### config.mk
export PLATFORM = sky130hd
export DESIGN_NAME = smr_slave
export DESIGN_NICKNAME = d
export VERILOG_FILES = /design/src/inc/smr_pkg.sv /design/src/smr_filter.sv /design/src/smr_timeout.sv /design/src/smr_slave.sv
export VERILOG_INCLUDE_DIRS = /design/src /design/src/inc
export SDC_FILE = /design/constraint.sdc
export NUM_CORES = 1
export LEC_CHECK = 0
export ABC_AREA = 1
export BUFFER_PORTS_ARGS = -buffer_cell sky130_fd_sc_hd__buf_2
export CAP_MARGIN = 20
export CORE_MARGIN = 4
export CORE_UTILIZATION = 25
export DETAILED_ROUTE_END_ITERATION = 16
export SLEW_MARGIN = 20
export SYNTH_ARGS = -nofsm -noshare
export SYNTH_HDL_FRONTEND = slang
export SYNTH_HIERARCHICAL = 1
export SYNTH_SLANG_ARGS = --single-unit
### constraint.sdc
create_clock -name clk_sys -period 1.63 [get_ports clk_sys]
set_input_delay 0.163 -clock clk_sys [delete_from_list [all_inputs] [get_ports clk_sys]]
set_output_delay 0.163 -clock clk_sys [all_outputs]
set_load 0.01 [all_outputs]
### src/inc/smr_params.svh
// constants for the smbus slave register port
`ifndef SMR_PARAMS_SVH
`define SMR_PARAMS_SVH
`define SMR_ADDR_DEFAULT   7'h2E
`define SMR_ADDR_STRAP_LO  7'h2C
`define SMR_ADDR_STRAP_HI  7'h2D
`define SMR_ADDR_ALERT     7'h0C
`define SMR_ADDR_GENCALL   7'h00
`define SMR_MATCH_BITS     5
`define SMR_UNMAPPED_DATA  8'h00
`define SMR_CLK_MHZ        125
`define SMR_TIMEOUT_US     25000
`define SMR_TIMEOUT_CYC    ((`SMR_TIMEOUT_US * `SMR_CLK_MHZ))
`define SMR_GLITCH_CYC     4
`endif

### src/inc/smr_pkg.sv
// types for the smbus slave register port
package smr_pkg;
   typedef enum logic [7:0] {
      SMR_IDLE  = 8'b0000_0001,
      SMR_ADDR  = 8'b0000_0010,
      SMR_INDEX = 8'b0000_0100,
      SMR_DATA  = 8'b0000_1000,
      SMR_RADDR = 8'b0001_0000,
      SMR_SEND  = 8'b0010_0000,
      SMR_ACK   = 8'b0100_0000,
      SMR_WAIT  = 8'b1000_0000
   } smr_state_t;
endpackage

### src/smr_filter.sv
// synchroniser and glitch filter for one bus line
`timescale 1ns/1ps
module smr_filter #(
   parameter int GLITCH_CYC = 4
) (
   // clock and control
   input  wire logic clk_sys,
   input  wire logic rst,
   input  wire logic clk_en,
   // line
   input  wire logic line_in,
   output logic      line_out
);
   // two stage synchroniser, first stage read only by second
   logic        sync_a;
   logic        sync_b;
   logic [3:0]  cnt;    // stable run length

   always_ff @(posedge clk_sys) begin
      if (rst) begin
         sync_a <= 1'b1;
         sync_b <= 1'b1;
      end else if (clk_en) begin
         sync_a <= line_in;
         sync_b <= sync_a;
      end
   end

   // accept a new level only after it stands GLITCH_CYC cycles
   always_ff @(posedge clk_sys) begin
      if (rst) begin
         cnt      <= 4'h0;
         line_out <= 1'b1;
      end else if (clk_en) begin
         if (sync_b == line_out) begin
            cnt <= 4'h0;
         end else if (cnt == 4'(GLITCH_CYC - 1)) begin
            cnt      <= 4'h0;
            line_out <= sync_b;
         end else begin
            cnt <= cnt + 4'h1;
         end
      end
   end
endmodule // smr_filter

### src/smr_timeout.sv
// clock-low timeout counter
`timescale 1ns/1ps
module smr_timeout #(
   parameter int TIMEOUT_CYC = 3125000
) (
   // clock and control
   input  wire logic clk_sys,
   input  wire logic rst,
   input  wire logic clk_en,
   // observed clock level and activity
   input  wire logic scl_low,
   input  wire logic active,
   // abort pulse
   output logic      expired
);
   logic [31:0] cnt;   // cycles of clock low

   // count low time inside a transfer, fire once at the limit
   always_ff @(posedge clk_sys) begin
      if (rst) begin
         cnt     <= 32'h0000_0000;
         expired <= 1'b0;
      end else if (clk_en) begin
         expired <= 1'b0;
         if (!scl_low || !active) begin
            cnt <= 32'h0000_0000;
         end else if (cnt == 32'(TIMEOUT_CYC - 1)) begin
            cnt     <= 32'h0000_0000;
            expired <= 1'b1;
         end else begin
            cnt <= cnt + 32'h0000_0001;
         end
      end
   end
endmodule // smr_timeout

### src/smr_slave.sv
// smbus slave front end: byte protocols into register accesses
`include "smr_params.svh"
`timescale 1ns/1ps
// What this block does
// enable strap high gives default address
// enable strap low selects address by select strap
// strap address locks on first write acknowledged at own address
// slave only; write byte and read byte
// seven-bit address, eight-bit index and data
// every byte shifted msb first
// write: address, index, data all acknowledged
// read: repeated start, one byte, host nacks
// repeated start marks a read
// register written only after complete write
// bad address or format: no ack, idle
// alert address acknowledged only when alert pending
// unassigned index reads zero, writes ignored; here reg_wr pulses for any index
// general call never acknowledged
// clock low past limit aborts transfer
// never drives the bus clock
// start then stop resets to idle
// alert needs enable and an event bit
// alert reply carries own address on top
// alert acknowledge clears the alert enable
// bus inputs synchronised and filtered
// straps sampled once at reset
module smr_slave #(
   parameter int TIMEOUT_CYC = `SMR_TIMEOUT_CYC,
   parameter int GLITCH_CYC  = `SMR_GLITCH_CYC
) (
   // clock, reset, enable
   input  wire logic       clk_sys,
   input  wire logic       rst,
   input  wire logic       clk_en,
   // address straps
   input  wire logic       addr_enable_n,
   input  wire logic       fan_speed_input_four,
   // bus pins, data open drain, oe low while driving
   input  wire logic       scl_in,
   input  wire logic       sda_in,
   output logic            sda_out,
   output logic            sda_oe_n,
   output logic            scl_out,
   output logic            scl_oe_n,
   // register side
   output logic            reg_wr,
   output logic            reg_rd,
   output logic [7:0]      reg_index,
   output logic [7:0]      reg_wdata,
   input  wire logic [7:0] reg_rdata,
   input  wire logic       reg_mapped,
   // alert side
   input  wire logic       alert_interrupt_enable,
   input  wire logic       alert_event,
   output logic            alert_enable_clear,
   // status
   output logic [6:0]      own_addr,
   output logic            addr_locked
);
   // ***************************************
   // input conditioning
   // ***************************************
   logic scl_f;          // filtered clock
   logic sda_f;          // filtered data
   logic scl_d;          // previous clock
   logic sda_d;          // previous data
   logic strap_a;        // strap sync stage one
   logic strap_b;        // strap sync stage two
   logic sel_a;          // select sync stage one
   logic sel_b;          // select sync stage two

   smr_filter #(.GLITCH_CYC(GLITCH_CYC)) u_fscl (
      .clk_sys  (clk_sys),
      .rst      (rst),
      .clk_en   (clk_en),
      .line_in  (scl_in),
      .line_out (scl_f)
   );
   smr_filter #(.GLITCH_CYC(GLITCH_CYC)) u_fsda (
      .clk_sys  (clk_sys),
      .rst      (rst),
      .clk_en   (clk_en),
      .line_in  (sda_in),
      .line_out (sda_f)
   );

   // previous filtered levels for edge finding
   always_ff @(posedge clk_sys) begin
      if (rst) begin
         scl_d <= 1'b1;
         sda_d <= 1'b1;
      end else if (clk_en) begin
         scl_d <= scl_f;
         sda_d <= sda_f;
      end
   end

   wire scl_rise = scl_f & ~scl_d;
   wire scl_fall = ~scl_f & scl_d;
   wire start_c  = scl_f & scl_d & sda_d & ~sda_f;
   wire stop_c   = scl_f & scl_d & ~sda_d & sda_f;

   // ***************************************
   // strap capture and address lock
   // ***************************************
   logic       strap_taken;  // straps caught after reset
   logic       strap_mode;   // strap addressing in use
   logic       strap_sel;    // caught select level

   // synchronise straps; pins come from outside
   always_ff @(posedge clk_sys) begin
      if (rst) begin
         strap_a <= 1'b1;
         strap_b <= 1'b1;
         sel_a   <= 1'b0;
         sel_b   <= 1'b0;
      end else if (clk_en) begin
         strap_a <= addr_enable_n;
         strap_b <= strap_a;
         sel_a   <= fan_speed_input_four;
         sel_b   <= sel_a;
      end
   end

   // catch straps once after release; held until next reset
   logic [1:0] strap_wait;   // lets the synchroniser fill
   always_ff @(posedge clk_sys) begin
      if (rst) begin
         strap_wait  <= 2'h0;
         strap_taken <= 1'b0;
         strap_mode  <= 1'b0;
         strap_sel   <= 1'b0;
      end else if (clk_en && !strap_taken) begin
         if (strap_wait == 2'h3) begin
            strap_taken <= 1'b1;
            strap_mode  <= ~strap_b;
            strap_sel   <= sel_b;
         end else begin
            strap_wait <= strap_wait + 2'h1;
         end
      end
   end

   // address choice; strap levels only matter until caught after reset
   logic [6:0] live_addr;
   logic [6:0] locked_addr;
   always_comb begin
      if (!strap_mode) begin
         live_addr = `SMR_ADDR_DEFAULT;
      end else if (strap_sel) begin
         live_addr = `SMR_ADDR_STRAP_HI;
      end else begin
         live_addr = `SMR_ADDR_STRAP_LO;
      end
   end
   assign own_addr = addr_locked ? locked_addr : live_addr;

   // ***************************************
   // byte engine
   // ***************************************
   smr_pkg::smr_state_t state;
   smr_pkg::smr_state_t ret_state;   // where to go after ack
   logic [7:0]  shreg;       // shift register
   logic [3:0]  bitcnt;      // bits seen in this byte
   logic        is_alert;    // transfer aimed at alert address
   logic        got_index;   // index byte taken in this transfer
   logic        got_data;    // data byte waiting for stop
   logic        drive_low;   // pull data line low
   logic        just_start;  // start seen, no bit since
   logic        to_abort;    // timeout pulse
   logic [7:0]  tx;          // byte being returned

   smr_timeout #(.TIMEOUT_CYC(TIMEOUT_CYC)) u_to (
      .clk_sys (clk_sys),
      .rst     (rst),
      .clk_en  (clk_en),
      .scl_low (~scl_f),
      .active  (state != smr_pkg::SMR_IDLE),
      .expired (to_abort)
   );

   // address byte checks
   wire [6:0] rx_addr   = shreg[7:1];
   wire       hit_five  = rx_addr[6:2] == own_addr[6:2];
   wire       hit_own   = rx_addr == own_addr;
   wire       alert_ok  = alert_interrupt_enable & alert_event;
   wire       hit_alert = (rx_addr == `SMR_ADDR_ALERT) & shreg[0] & alert_ok;

   // main sequencer: edges of the filtered clock drive it
   always_ff @(posedge clk_sys) begin
      if (rst) begin
         state              <= smr_pkg::SMR_IDLE;
         ret_state          <= smr_pkg::SMR_IDLE;
         shreg              <= 8'h00;
         bitcnt             <= 4'h0;
         is_alert           <= 1'b0;
         got_index          <= 1'b0;
         got_data           <= 1'b0;
         drive_low          <= 1'b0;
         just_start         <= 1'b0;
         tx                 <= 8'h00;
         reg_index          <= 8'h00;
         reg_wdata          <= 8'h00;
         reg_wr             <= 1'b0;
         reg_rd             <= 1'b0;
         alert_enable_clear <= 1'b0;
         addr_locked        <= 1'b0;
         locked_addr        <= 7'h00;
      end else if (clk_en) begin
         reg_wr             <= 1'b0;
         reg_rd             <= 1'b0;
         alert_enable_clear <= 1'b0;
         if (to_abort) begin
            state     <= smr_pkg::SMR_IDLE;
            drive_low <= 1'b0;
            got_data  <= 1'b0;
         end else if (stop_c) begin
            // write completes only on stop after a full data byte
            if (got_data && !just_start) begin
               reg_wr <= 1'b1;
            end
            state      <= smr_pkg::SMR_IDLE;
            drive_low  <= 1'b0;
            got_data   <= 1'b0;
            just_start <= 1'b0;
         end else if (start_c) begin
            // repeated start after index marks a read
            state      <= got_index && state != smr_pkg::SMR_IDLE
                          ? smr_pkg::SMR_RADDR : smr_pkg::SMR_ADDR;
            bitcnt     <= 4'h0;
            drive_low  <= 1'b0;
            got_data   <= 1'b0;
            just_start <= 1'b1;
            if (state == smr_pkg::SMR_IDLE) begin
               got_index <= 1'b0;
            end
         end else begin
            case (state)
               smr_pkg::SMR_IDLE: begin
                  got_index <= 1'b0;
               end
               smr_pkg::SMR_ADDR, smr_pkg::SMR_INDEX,
               smr_pkg::SMR_DATA, smr_pkg::SMR_RADDR: begin
                  if (scl_rise) begin
                     shreg      <= {shreg[6:0], sda_f};
                     bitcnt     <= bitcnt + 4'h1;
                     just_start <= 1'b0;
                  end else if (scl_fall && bitcnt == 4'h8) begin
                     bitcnt <= 4'h0;
                     case (state)
                        smr_pkg::SMR_ADDR: begin
                           // write bit to own address, or read bit to alert address when pending; others idle
                           if (!shreg[0] && hit_own
                               && rx_addr != `SMR_ADDR_GENCALL) begin
                              drive_low <= 1'b1;
                              ret_state <= smr_pkg::SMR_INDEX;
                              state     <= smr_pkg::SMR_ACK;
                              is_alert  <= 1'b0;
                              if (strap_mode && !addr_locked && hit_five) begin
                                 addr_locked <= 1'b1;
                                 locked_addr <= live_addr;
                              end
                           end else if (hit_alert) begin
                              drive_low          <= 1'b1;
                              alert_enable_clear <= 1'b1;
                              tx                 <= {own_addr, 1'b1};
                              is_alert           <= 1'b1;
                              ret_state          <= smr_pkg::SMR_SEND;
                              state              <= smr_pkg::SMR_ACK;
                           end else begin
                              state <= smr_pkg::SMR_IDLE;
                           end
                        end
                        smr_pkg::SMR_INDEX: begin
                           reg_index <= shreg;
                           got_index <= 1'b1;
                           drive_low <= 1'b1;
                           ret_state <= smr_pkg::SMR_DATA;
                           state     <= smr_pkg::SMR_ACK;
                        end
                        smr_pkg::SMR_DATA: begin
                           reg_wdata <= shreg;
                           got_data  <= 1'b1;
                           drive_low <= 1'b1;
                           ret_state <= smr_pkg::SMR_WAIT;
                           state     <= smr_pkg::SMR_ACK;
                        end
                        smr_pkg::SMR_RADDR: begin
                           if (hit_own && shreg[0]) begin
                              drive_low <= 1'b1;
                              reg_rd    <= 1'b1;
                              ret_state <= smr_pkg::SMR_SEND;
                              state     <= smr_pkg::SMR_ACK;
                              is_alert  <= 1'b0;
                           end else begin
                              state <= smr_pkg::SMR_IDLE;
                           end
                        end
                        default: begin
                           state <= smr_pkg::SMR_IDLE;
                        end
                     endcase
                  end
               end
               smr_pkg::SMR_ACK: begin
                  // ack bit spans one clock pulse; on its fall release, or drive the first bit of a read
                  if (scl_fall) begin
                     state  <= ret_state;
                     bitcnt <= 4'h0;
                     if (ret_state == smr_pkg::SMR_SEND) begin
                        if (!is_alert) begin
                           tx <= reg_mapped ? reg_rdata : `SMR_UNMAPPED_DATA;
                        end
                        drive_low <= ~(is_alert ? tx[7] : (reg_mapped & reg_rdata[7]));
                        bitcnt    <= 4'h1;
                     end else begin
                        drive_low <= 1'b0;
                     end
                  end
               end
               smr_pkg::SMR_SEND: begin
                  // shift out msb first; ninth bit is host nack
                  if (scl_fall) begin
                     if (bitcnt == 4'h8) begin
                        drive_low <= 1'b0;
                        state     <= smr_pkg::SMR_WAIT;
                     end else begin
                        drive_low <= ~tx[3'(7 - bitcnt)];
                        bitcnt    <= bitcnt + 4'h1;
                     end
                  end
               end
               smr_pkg::SMR_WAIT: begin
                  // start or stop leaves, and after a write an extra clock; a stop also raises the clock,
                  // so only a completed extra clock pulse marks a bad format
                  if (scl_fall && got_data) begin
                     got_data <= 1'b0;
                     state    <= smr_pkg::SMR_IDLE;
                  end
               end
               default: begin
                  state <= smr_pkg::SMR_IDLE;
               end
            endcase
         end
      end
   end

   // ***************************************
   // pins
   // ***************************************
   assign sda_out  = 1'b0;
   assign sda_oe_n = ~drive_low;
   // the clock pin is never pulled; other agents may stretch it
   assign scl_out  = 1'b0;
   assign scl_oe_n = 1'b1;
endmodule // smr_slave

# After elaboration in Yosys (flattened, before gate mapping)
# Index checks and enable logic that the tools add are counted.
[totals] register_bits=126 inputBits=18 output_inout_bits=31 word_cells=270
[op_classes] addsub=6 magnitude_cmp=1 eq_ne=49 n_mux=106 bitwise_logic=26 n_reduce_logical=45
[ops] cell="$mux W8" count=21
[ops] cell="$mux W32" count=2
[ops] cell="$mux W1" count=56
[ops] cell="$mux W4" count=10
[ops] cell="$pmux W8 S5" count=1
[ops] cell="$reduce_and A8 Y1" count=5
[ops] cell="$ne A5 B4 Y1 const B" count=7
[ops] cell="$add A32 B1 Y32 const B" count=1
[ops] cell="$eq A32 B22 Y1 const B" count=1
[ops] cell="$pmux W8 S4" count=1
[ops] cell="$reduce_and A10 Y1" count=3
[ops] cell="$mux W7" count=4
[ops] cell="$pmux W8 S3" count=1
[ops] cell="$ne A3 B3 Y1 const B" count=7
[ops] cell="$ne A2 B2 Y1 const B" count=9
[ops] cell="$eq A8 B6 Y1 const B" count=2
[ops] cell="$pmux W8 S2" count=1
[ops] cell="$not A1 Y1" count=15
[ops] cell="$ne A7 B6 Y1 const B" count=2
[ops] cell="$reduce_and A13 Y1" count=1
[ops] cell="$add A4 B1 Y4 const B" count=3
[ops] cell="$pmux W4 S3" count=1
[ops] cell="$reduce_and A6 Y1" count=2
[ops] cell="$and A1 B1 Y1" count=11
[ops] cell="42 further kinds" count=66

# Depth between registers and ports, before layout
# Gate-level depths: netlist of the first run.
[logic_depth] word_depth=14 depth_mapped=14 ltp_nobuf=14

# Modules after synthesis
# The synthesis of the first run kept the hierarchy.
[modules_own_cells] mod="smr_slave" instances=1 cells_per_inst=521 area_each_um2=3757.4 seq_area_each_um2=1421.4
[modules_own_cells] mod="smr_timeout" instances=1 cells_per_inst=361 area_each_um2=2110.8 seq_area_each_um2=660.6
[modules_own_cells] mod="smr_filter" instances=2 cells_per_inst=44 area_each_um2=342.8 seq_area_each_um2=140.1

# Least setup slack after synthesis of the first run
# Ideal clock, no wire load.
[synth_path] path_type="register -> register" start="register bitcnt[0]" end="register is_alert" setup_time_ps=132 arrival_ps=1669 path_slack_ps=-171 path_stages_with_launch=12 n_path_buf=0 path_cell_list="dfxtp_1 > inv_1 > ha_1 > nand3_1 > nor2_1 > inv_2 > nor2_1 > nand3_1 > nor2_4 > nand3_2 > o21ai_0 > a21oi_1"
[synth_between] elab_chain_cells=3
[synth_rtl] item="start: declaration" line_no="smr_slave.sv:164" source="logic [3:0] bitcnt;"
[synth_rtl] item="start signal: assignment" line_no="smr_slave.sv:246" source="bitcnt <= bitcnt + 4'h1;"
[synth_rtl] item="start signal: assignment" line_no="smr_slave.sv:329" source="bitcnt <= bitcnt + 4'h1;"
[synth_rtl] item="$eq A4 B4 Y1" line_no="smr_slave.sv:248" source="end else if (scl_fall && bitcnt == 4'h8) begin"
[synth_rtl] item="$logic_and A1 B1 Y1" line_no="smr_slave.sv:248"
[synth_rtl] item="$reduce_and A10 Y1 (no source line)"
[synth_rtl] item="end signal: assignment" line_no="smr_slave.sv:258" source="is_alert <= 1'b0;"
[synth_rtl] item="end signal: assignment" line_no="smr_slave.sv:267" source="is_alert <= 1'b1;"
[synth_rtl] item="end signal: assignment" line_no="smr_slave.sv:294" source="is_alert <= 1'b0;"
[synth_rtl] item="end: declaration" line_no="smr_slave.sv:165" source="logic is_alert;"
# No other way between the ends.
# A chain may end at the register's enable or synchronous reset.

# Worst setup path in the final report of the first run
[layout_path] start="register bitcnt[1]" end="register reg_index[2]"
[layout_between] elab_chain_cells=3
[layout_rtl] item="$eq A4 B4 Y1" line_no="smr_slave.sv:248"
[layout_rtl] item="$logic_and A1 B1 Y1" line_no="smr_slave.sv:248"
[layout_rtl] item="$reduce_and A8 Y1 (no source line)"
[layout_rtl] item="end signal: assignment" line_no="smr_slave.sv:275" source="reg_index <= shreg;"
[layout_rtl] item="end: declaration" line_no="smr_slave.sv:48" source="output logic [7:0] reg_index,"
# No other way between the ends.

==> results of run 1 <==
layout by cell type, fill, tap and decap left out, types with 19 or more instances in the layout:
master	n
nand3_1	46
nor2_2	19
nand2_2	30
dfxtp_1	96
nand2_1	210
inv_1	92
nor2_4	40
o21ai_0	21
clkbuf_16	20
a21oi_1	57
nor2_1	102
inv_2	19
buf_4	124
buf_2	40
where the power goes:
group | switching [mW] | leakage, nW | internal (mW)
clock | 1.51 | 0.262 | 2.13
sequential | 0.0613 | 0.963 | 2.95
combinational | 0.460 | 2.69 | 0.261
total | 2.03 | 3.91 | 5.34
routing by layer:
layer	GRT usage	vias up
met5	0	-
met4	0.0451	0
met3	0.0288	24
met2	0.206	150
met1	0.166	3150
li1	-	3483
critical path, delay by kind of cell, from the launching register on:
family | cells | cell delay (ns)
compound gates | 1 | 0.20
fa+ha+maj | 1 | 0.15
buf+inv | 4 | 0.39
flops | 1 | 0.32
simple gates | 5 | 0.61
flip-flops by register name, summed over array words and instances, names as in the netlist, 2 cells and up:
signal,cells
u_to/cnt,32
reg_index,8
reg_wdata,8
shreg,8
state,8
tx,8
ret_state,5
bitcnt,4
u_fscl/cnt,4
u_fsda/cnt,4
locked_addr,2
strap_wait,2
area by class of cell:
| cell class | count | area, sq um |
|---|---|---|
| repair buffers | 184 | 1440 |
| clock inverters | 14 | 138 |
| flip-flops and latches | 118 | 2410 |
| clock buffers | 18 | 429 |
| inverters | 118 | 458 |
| multi-input cells | 712 | 4230 |
| well taps | 330 | 413 |
| fillers | 2644 | 16000 |
repair_timing:
| action | 4_1_cts | 5_1_grt |
|---|---|---|
| setup endpoints to repair | 86 | 89 |
| pin swaps | 41 | 68 |
| hold endpoints to repair | 4 | 0 |
| cloned | 1 | 5 |
| hold buffers | 4 | 0 |
| buffers inserted | 16 | 14 |
| gates resized for setup | 73 | 149 |
kinds of logic after synthesis:
kind of cell | Yosys count | synth area share
and+or+nand+nor | 523 | 0.369
AOI/OAI and AO/OA | 155 | 0.136
buffers and inverters | 149 | 0.0981
DFF | 118 | 0.360
xor gates and xnor gates | 15 | 0.0200
adders and majority gates | 6 | 0.0115
other | 2 | 0.00115
muxes | 2 | 0.00305
path summary, 6_finish.rpt:
kind / from / end / slack, ns / cells after the start
worst min register to register: strap_wait[1] / strap_wait[1] / 0.45 / 2
worst min-delay path: reg_rdata[5] / tx[5] / 0.02 / 3
worst max register to register: bitcnt[1] / reg_index[2] / -0.12 / 11
worst max-delay path: bitcnt[1] / reg_index[2] / -0.12 / 11
stage by stage:
| stage | std cells | setup WS (ns) | instance area, sq um | utilization |
|---|---|---|---|---|
| floorplan | 976 | -0.0592 | 6610 | - |
| global placement | 1423 | -0.171 | 7880 | 0.309 |
| detailed placement | 1423 | -0.175 | 7880 | 0.309 |
| CTS | 1475 | -0.0881 | 8860 | 0.348 |
| global route | 1494 | -0.232 | 9510 | 0.373 |
| finish | 1494 | -0.119 | 9510 | 0.373 |
==> metrics.yaml, run 1 <==
critical_path:
  startpoint_type: "flop"
  critPathSlowestCell: "dfxtp_2"
  critPathMaxFanout: 8
  critPathMaxStageDelay_ns: 0.32
  critPathRequiredTime_ns: 1.97
  crit_chain: "inv_2 -> ha_4 -> nand3_4 -> nor2_4 -> inv_2 -> nor2_4 -> inv_2 -> nor3_4 -> buf_12 -> nor2_4 -> a211oi_2"
  crit_type: "reg -> reg"
  arrival_ns: 2.09
  cp-end-kind: "flop"
global_route:
  grt_max_degree: 22
  gr-usage-all-layers: 0.127
  antenna_found_initial: 0
  grt_pass1_wl_um: 30400
  grt_overflow: 0
  grt_pass1_vias: 6499
sta:
  fmax_ghz: 0.572
  layout_min_cycle_time_ns: 1.75
  hold_viol_final: 0
  finalWorstSetupSlack_ns: -0.119
  fin_hold_ws_ns: 0.0237
  rsz0062_at_grt: "yes"
  tns_ns: -2.96
  period_share: 1.07
  setup_viol: 67
  slew_violations: 0
  skew_ns: 0.00717
routing:
  vias: 6807
  wl_met1_um: 8860
  dr_wl_met2_um: 8910
  drc: 0
  highest_layer: "met4"
  routed-wl-met3_um: 964
  drt_iter0_drc: 404
  via_per_inst: 4.56
  ant_nets: 0
  post_drt_wl_per_cell_um: 12.7
  first_pass_iters: 5
  wirelength_um: 19000
floorplanning:
  dieWidth_um: 170
  initial_utilization: 0.257
  dieArea_sq_um: 28900
  coreArea_sq_um: 25500
  ios: 49
  die_h_um: 170
  fp-row-count: 58
pwr:
  power_leakage_nw: 3.91
  powerDensity_nw_per_um2: 775
  total_power_mw: 7.37
  ir_drop_mv: 0.600
clock_tree:
  clock-sinks: 118
  htreeDepth: 4
  cts_tree: "built"
  clock_latency_ns: 0.43
  numCtsBuffers: 17
  clkSlewWorstSetupHoldPaths_ns: 0.06
  cts_root_buffer: "clkbuf_16"
  clk_path_buf_depth: 2
logic_synthesis:
  synth_edf_count: 0
  syn_area_sq_um: 6550
  synth_top_area_share: 0.360
  synth_ff_type: "dfxtp_1"
  yosysUniqueCellTypes: 45
  synthTopCellsByArea: "dfxtp_1 36%, nand2_1 14%, nor2_1 7.7%"
  ys_ff_latch: 118
  yosysWarnings: 6
  synth.avg_cell_area_sq_um: 6.76
  yosysMostFrequentCell: "nand2_1"
  async_reset_ff_frac: 0
  synth.yosys.seq_area_share: 0.360
  syn_inst: 970
  yosys.area.top_type: "dfxtp_1"
  synth_commonest_cells: "237 x nand2_1, 135 x nor2_1, 118 x dfxtp_1, 104 x inv_1, 69 x a21oi_1"
final_layout:
  drive_gt1_frac: 0.376
  syn_to_final_growth_pct: 45.1
  antenna_cells: 0
  nets: 1175
run_status:
  violations: "negative setup slack"
  status: "finished, violations left"
hold_path:
  hold_class: "in -> reg"
placed_design:
  gp_congestion: 0.909
  dp_hpwl_um: 13000
  port_buffers: 40
job:
  drv_cap: 0
(Power assumes the default switching activity.)
==> run 2: changes to the inputs <==
--- a/config.mk
+++ b/config.mk
@@ -9,7 +9,7 @@
 export ABC_AREA = 1
 export BUFFER_PORTS_ARGS = -buffer_cell sky130_fd_sc_hd__buf_2
 export CAP_MARGIN = 20
-export CORE_MARGIN = 4
+export CORE_MARGIN = 2
 export CORE_UTILIZATION = 25
 export DETAILED_ROUTE_END_ITERATION = 16
 export SLEW_MARGIN = 20
@@ -17,3 +17,4 @@
 export SYNTH_HDL_FRONTEND = slang
 export SYNTH_HIERARCHICAL = 1
 export SYNTH_SLANG_ARGS = --single-unit
+export TNS_END_PERCENT = 30
==> run 2 against run 1 <==
Net effect:
- the run still ends with negative setup slack left
- utilization shrank 1.3 points
- wire length shrank 0.21%
- flip-flop and latch count is the same
- final cell count is essentially flat
- sequential share of layout area grew 0.36 points
- die area shrank 4.7%
- via count shrank 0.44%
- sequential power is essentially flat
- clock skew grew 0.0022 ns
==> metrics.yaml, run 2 (same netlist as run 1, synthesis figures left out) <==
critical_path:
  crit_chain: "inv_1 -> nor2_1 -> nand2_1 -> nor2_4 -> nor2_4 -> nand2_4 -> nand4_1 -> nand3_4 -> inv_2 -> nand2_4 -> nand2_1 -> nand2_1 -> nand2_1"
  cpMostUsedCell: "nand2_1"
  critPathSlowestCell: "dfxtp_2"
  critPathMaxFanout: 8
  cp-end-kind: "flop"
  arrival_ns: 2.11
  critPathRequiredTime_ns: 1.93
  crit_type: "reg -> reg"
  critPathMaxStageDelay_ns: 0.36
  startpoint_type: "flop"
global_route:
  grt_pass1_vias: 6309
  grt_pass1_wl_um: 30200
  gr-usage-all-layers: 0.132
  grt_overflow: 0
  antenna_found_initial: 0
  grt_max_degree: 25
sta:
  fmax_ghz: 0.554
  finalWorstSetupSlack_ns: -0.174
  skew_ns: 0.00936
  rsz0062_at_grt: "yes"
  layout_min_cycle_time_ns: 1.80
  period_share: 1.11
  hold_viol_final: 0
  setup_viol: 65
  fin_hold_ws_ns: 0.0329
  slew_violations: 0
clock_tree:
  cts_tree: "built"
  clock-sinks: 118
  clkSlewWorstSetupHoldPaths_ns: 0.06
  htreeDepth: 4
  numCtsBuffers: 17
  clk_path_buf_depth: 2
  cts_root_buffer: "clkbuf_16"
  clock_latency_ns: 0.42
final_layout:
  post-route-util: 0.360
  drive_gt1_frac: 0.345
  nets: 1169
  syn_to_final_growth_pct: 42.5
  final_common_cell: "nand2_1"
  antenna_cells: 0
  mostFrequentLayoutCells: "213 x nand2_1, 115 x buf_4, 112 x nor2_1"
  largest_reg_flops: 32
  regMostFlops: "u_to/cnt"
routing:
  drt_iter0_drc: 531
  dr_wl_met2_um: 9170
  wl_met1_um: 8750
  routed-wl-met3_um: 794
  highest_layer: "met4"
  ant_nets: 0
  via_per_inst: 4.54
  post_drt_wl_per_cell_um: 12.7
  wirelength_um: 19000
  drc: 0
  first_pass_iters: 5
  vias: 6777
pwr:
  powerDensity_nw_per_um2: 815
  comb_power_share: 0.100
  ir_drop_mv: 0.515
  p_sw_mw: 1.97
  pwr-share-clk: 0.507
  total_power_mw: 7.61
  switching_share: 0.258
  power_leakage_nw: 3.88
  seq_power_share: 0.394
  p_int_mw: 5.65
run_status:
  status: "finished, violations left"
  violations: "negative setup slack"
floorplanning:
  die_h_um: 166
  coreArea_sq_um: 25900
  dieWidth_um: 166
  ios: 49
  initial_utilization: 0.253
  dieArea_sq_um: 27500
  fp-row-count: 59
placed_design:
  port_buffers: 40
  place_ws_ns: -0.211
  dp_hpwl_um: 13400
  gp_congestion: 0.920
job:
  drv_cap: 0
hold_path:
  hold_class: "in -> reg"
## run 2: cell type report
cell class,instances,area (sq um)
inverters,118,453
fillers,2707,16600
well taps,335,419
clock inverters,14,174
flip-flops and latches,118,2400
repair buffers,180,1420
clock buffers,18,429
multi-input cells,710,4050
## run 2: path summary, 6_finish.rpt
kind | startpoint | to | slack (ns) | cells past startpoint
setup reg to reg | state[4] | state[0] | -0.17 | 13
hold / removal | fan_speed_input_four | sel_a | 0.03 | 3
setup / recovery | state[4] | state[0] | -0.17 | 13
hold reg to reg | strap_wait[1] | strap_wait[1] | 0.45 | 2
## run 2: per-layer routing
metal,vias to the layer above,GRT usage
met3,24,0.0324
met4,0,0.0367
met2,137,0.224
met1,3143,0.168
li1,3473,-
met5,-,0
## run 2: through the flow
step                instance area (sq um)  cells  TNS [ns]
finish                               9340   1493     -5.47
CTS                                  8850   1477     -1.90
global route                         9340   1493    -14.56
detailed placement                   7860   1425     -7.36
floorplan                            6610    976    -0.273
global placement                     7860   1425     -5.58
## run 2: critical path: cells and delay by family (launching register included)
family	cells	cell delay, ns
buffers and inverters	2	0.11
DFF	1	0.36
and+or+nand+nor	11	1.21
## run 2: power groups by stage
stage	sequential, mW	clock (mW)	combinational (mW)
after floorplan	3.04	0	0.421
after global placement	3.05	0	0.592
after detailed placement	3.05	0	0.597
after CTS	3.00	3.94	0.681
after global routing	3.00	4.08	0.828
final	3.00	3.86	0.759
## run 2: timing repair
item / CTS / global route
endpoints found under the hold margin: 3 / 0
hold buffers: 3 / 0
endpoints found under the setup margin: 87 / 91
resized for setup: 73 / 101
setup buffers: 16 / 14
pin swaps: 33 / 48
cloned: 1 / 2
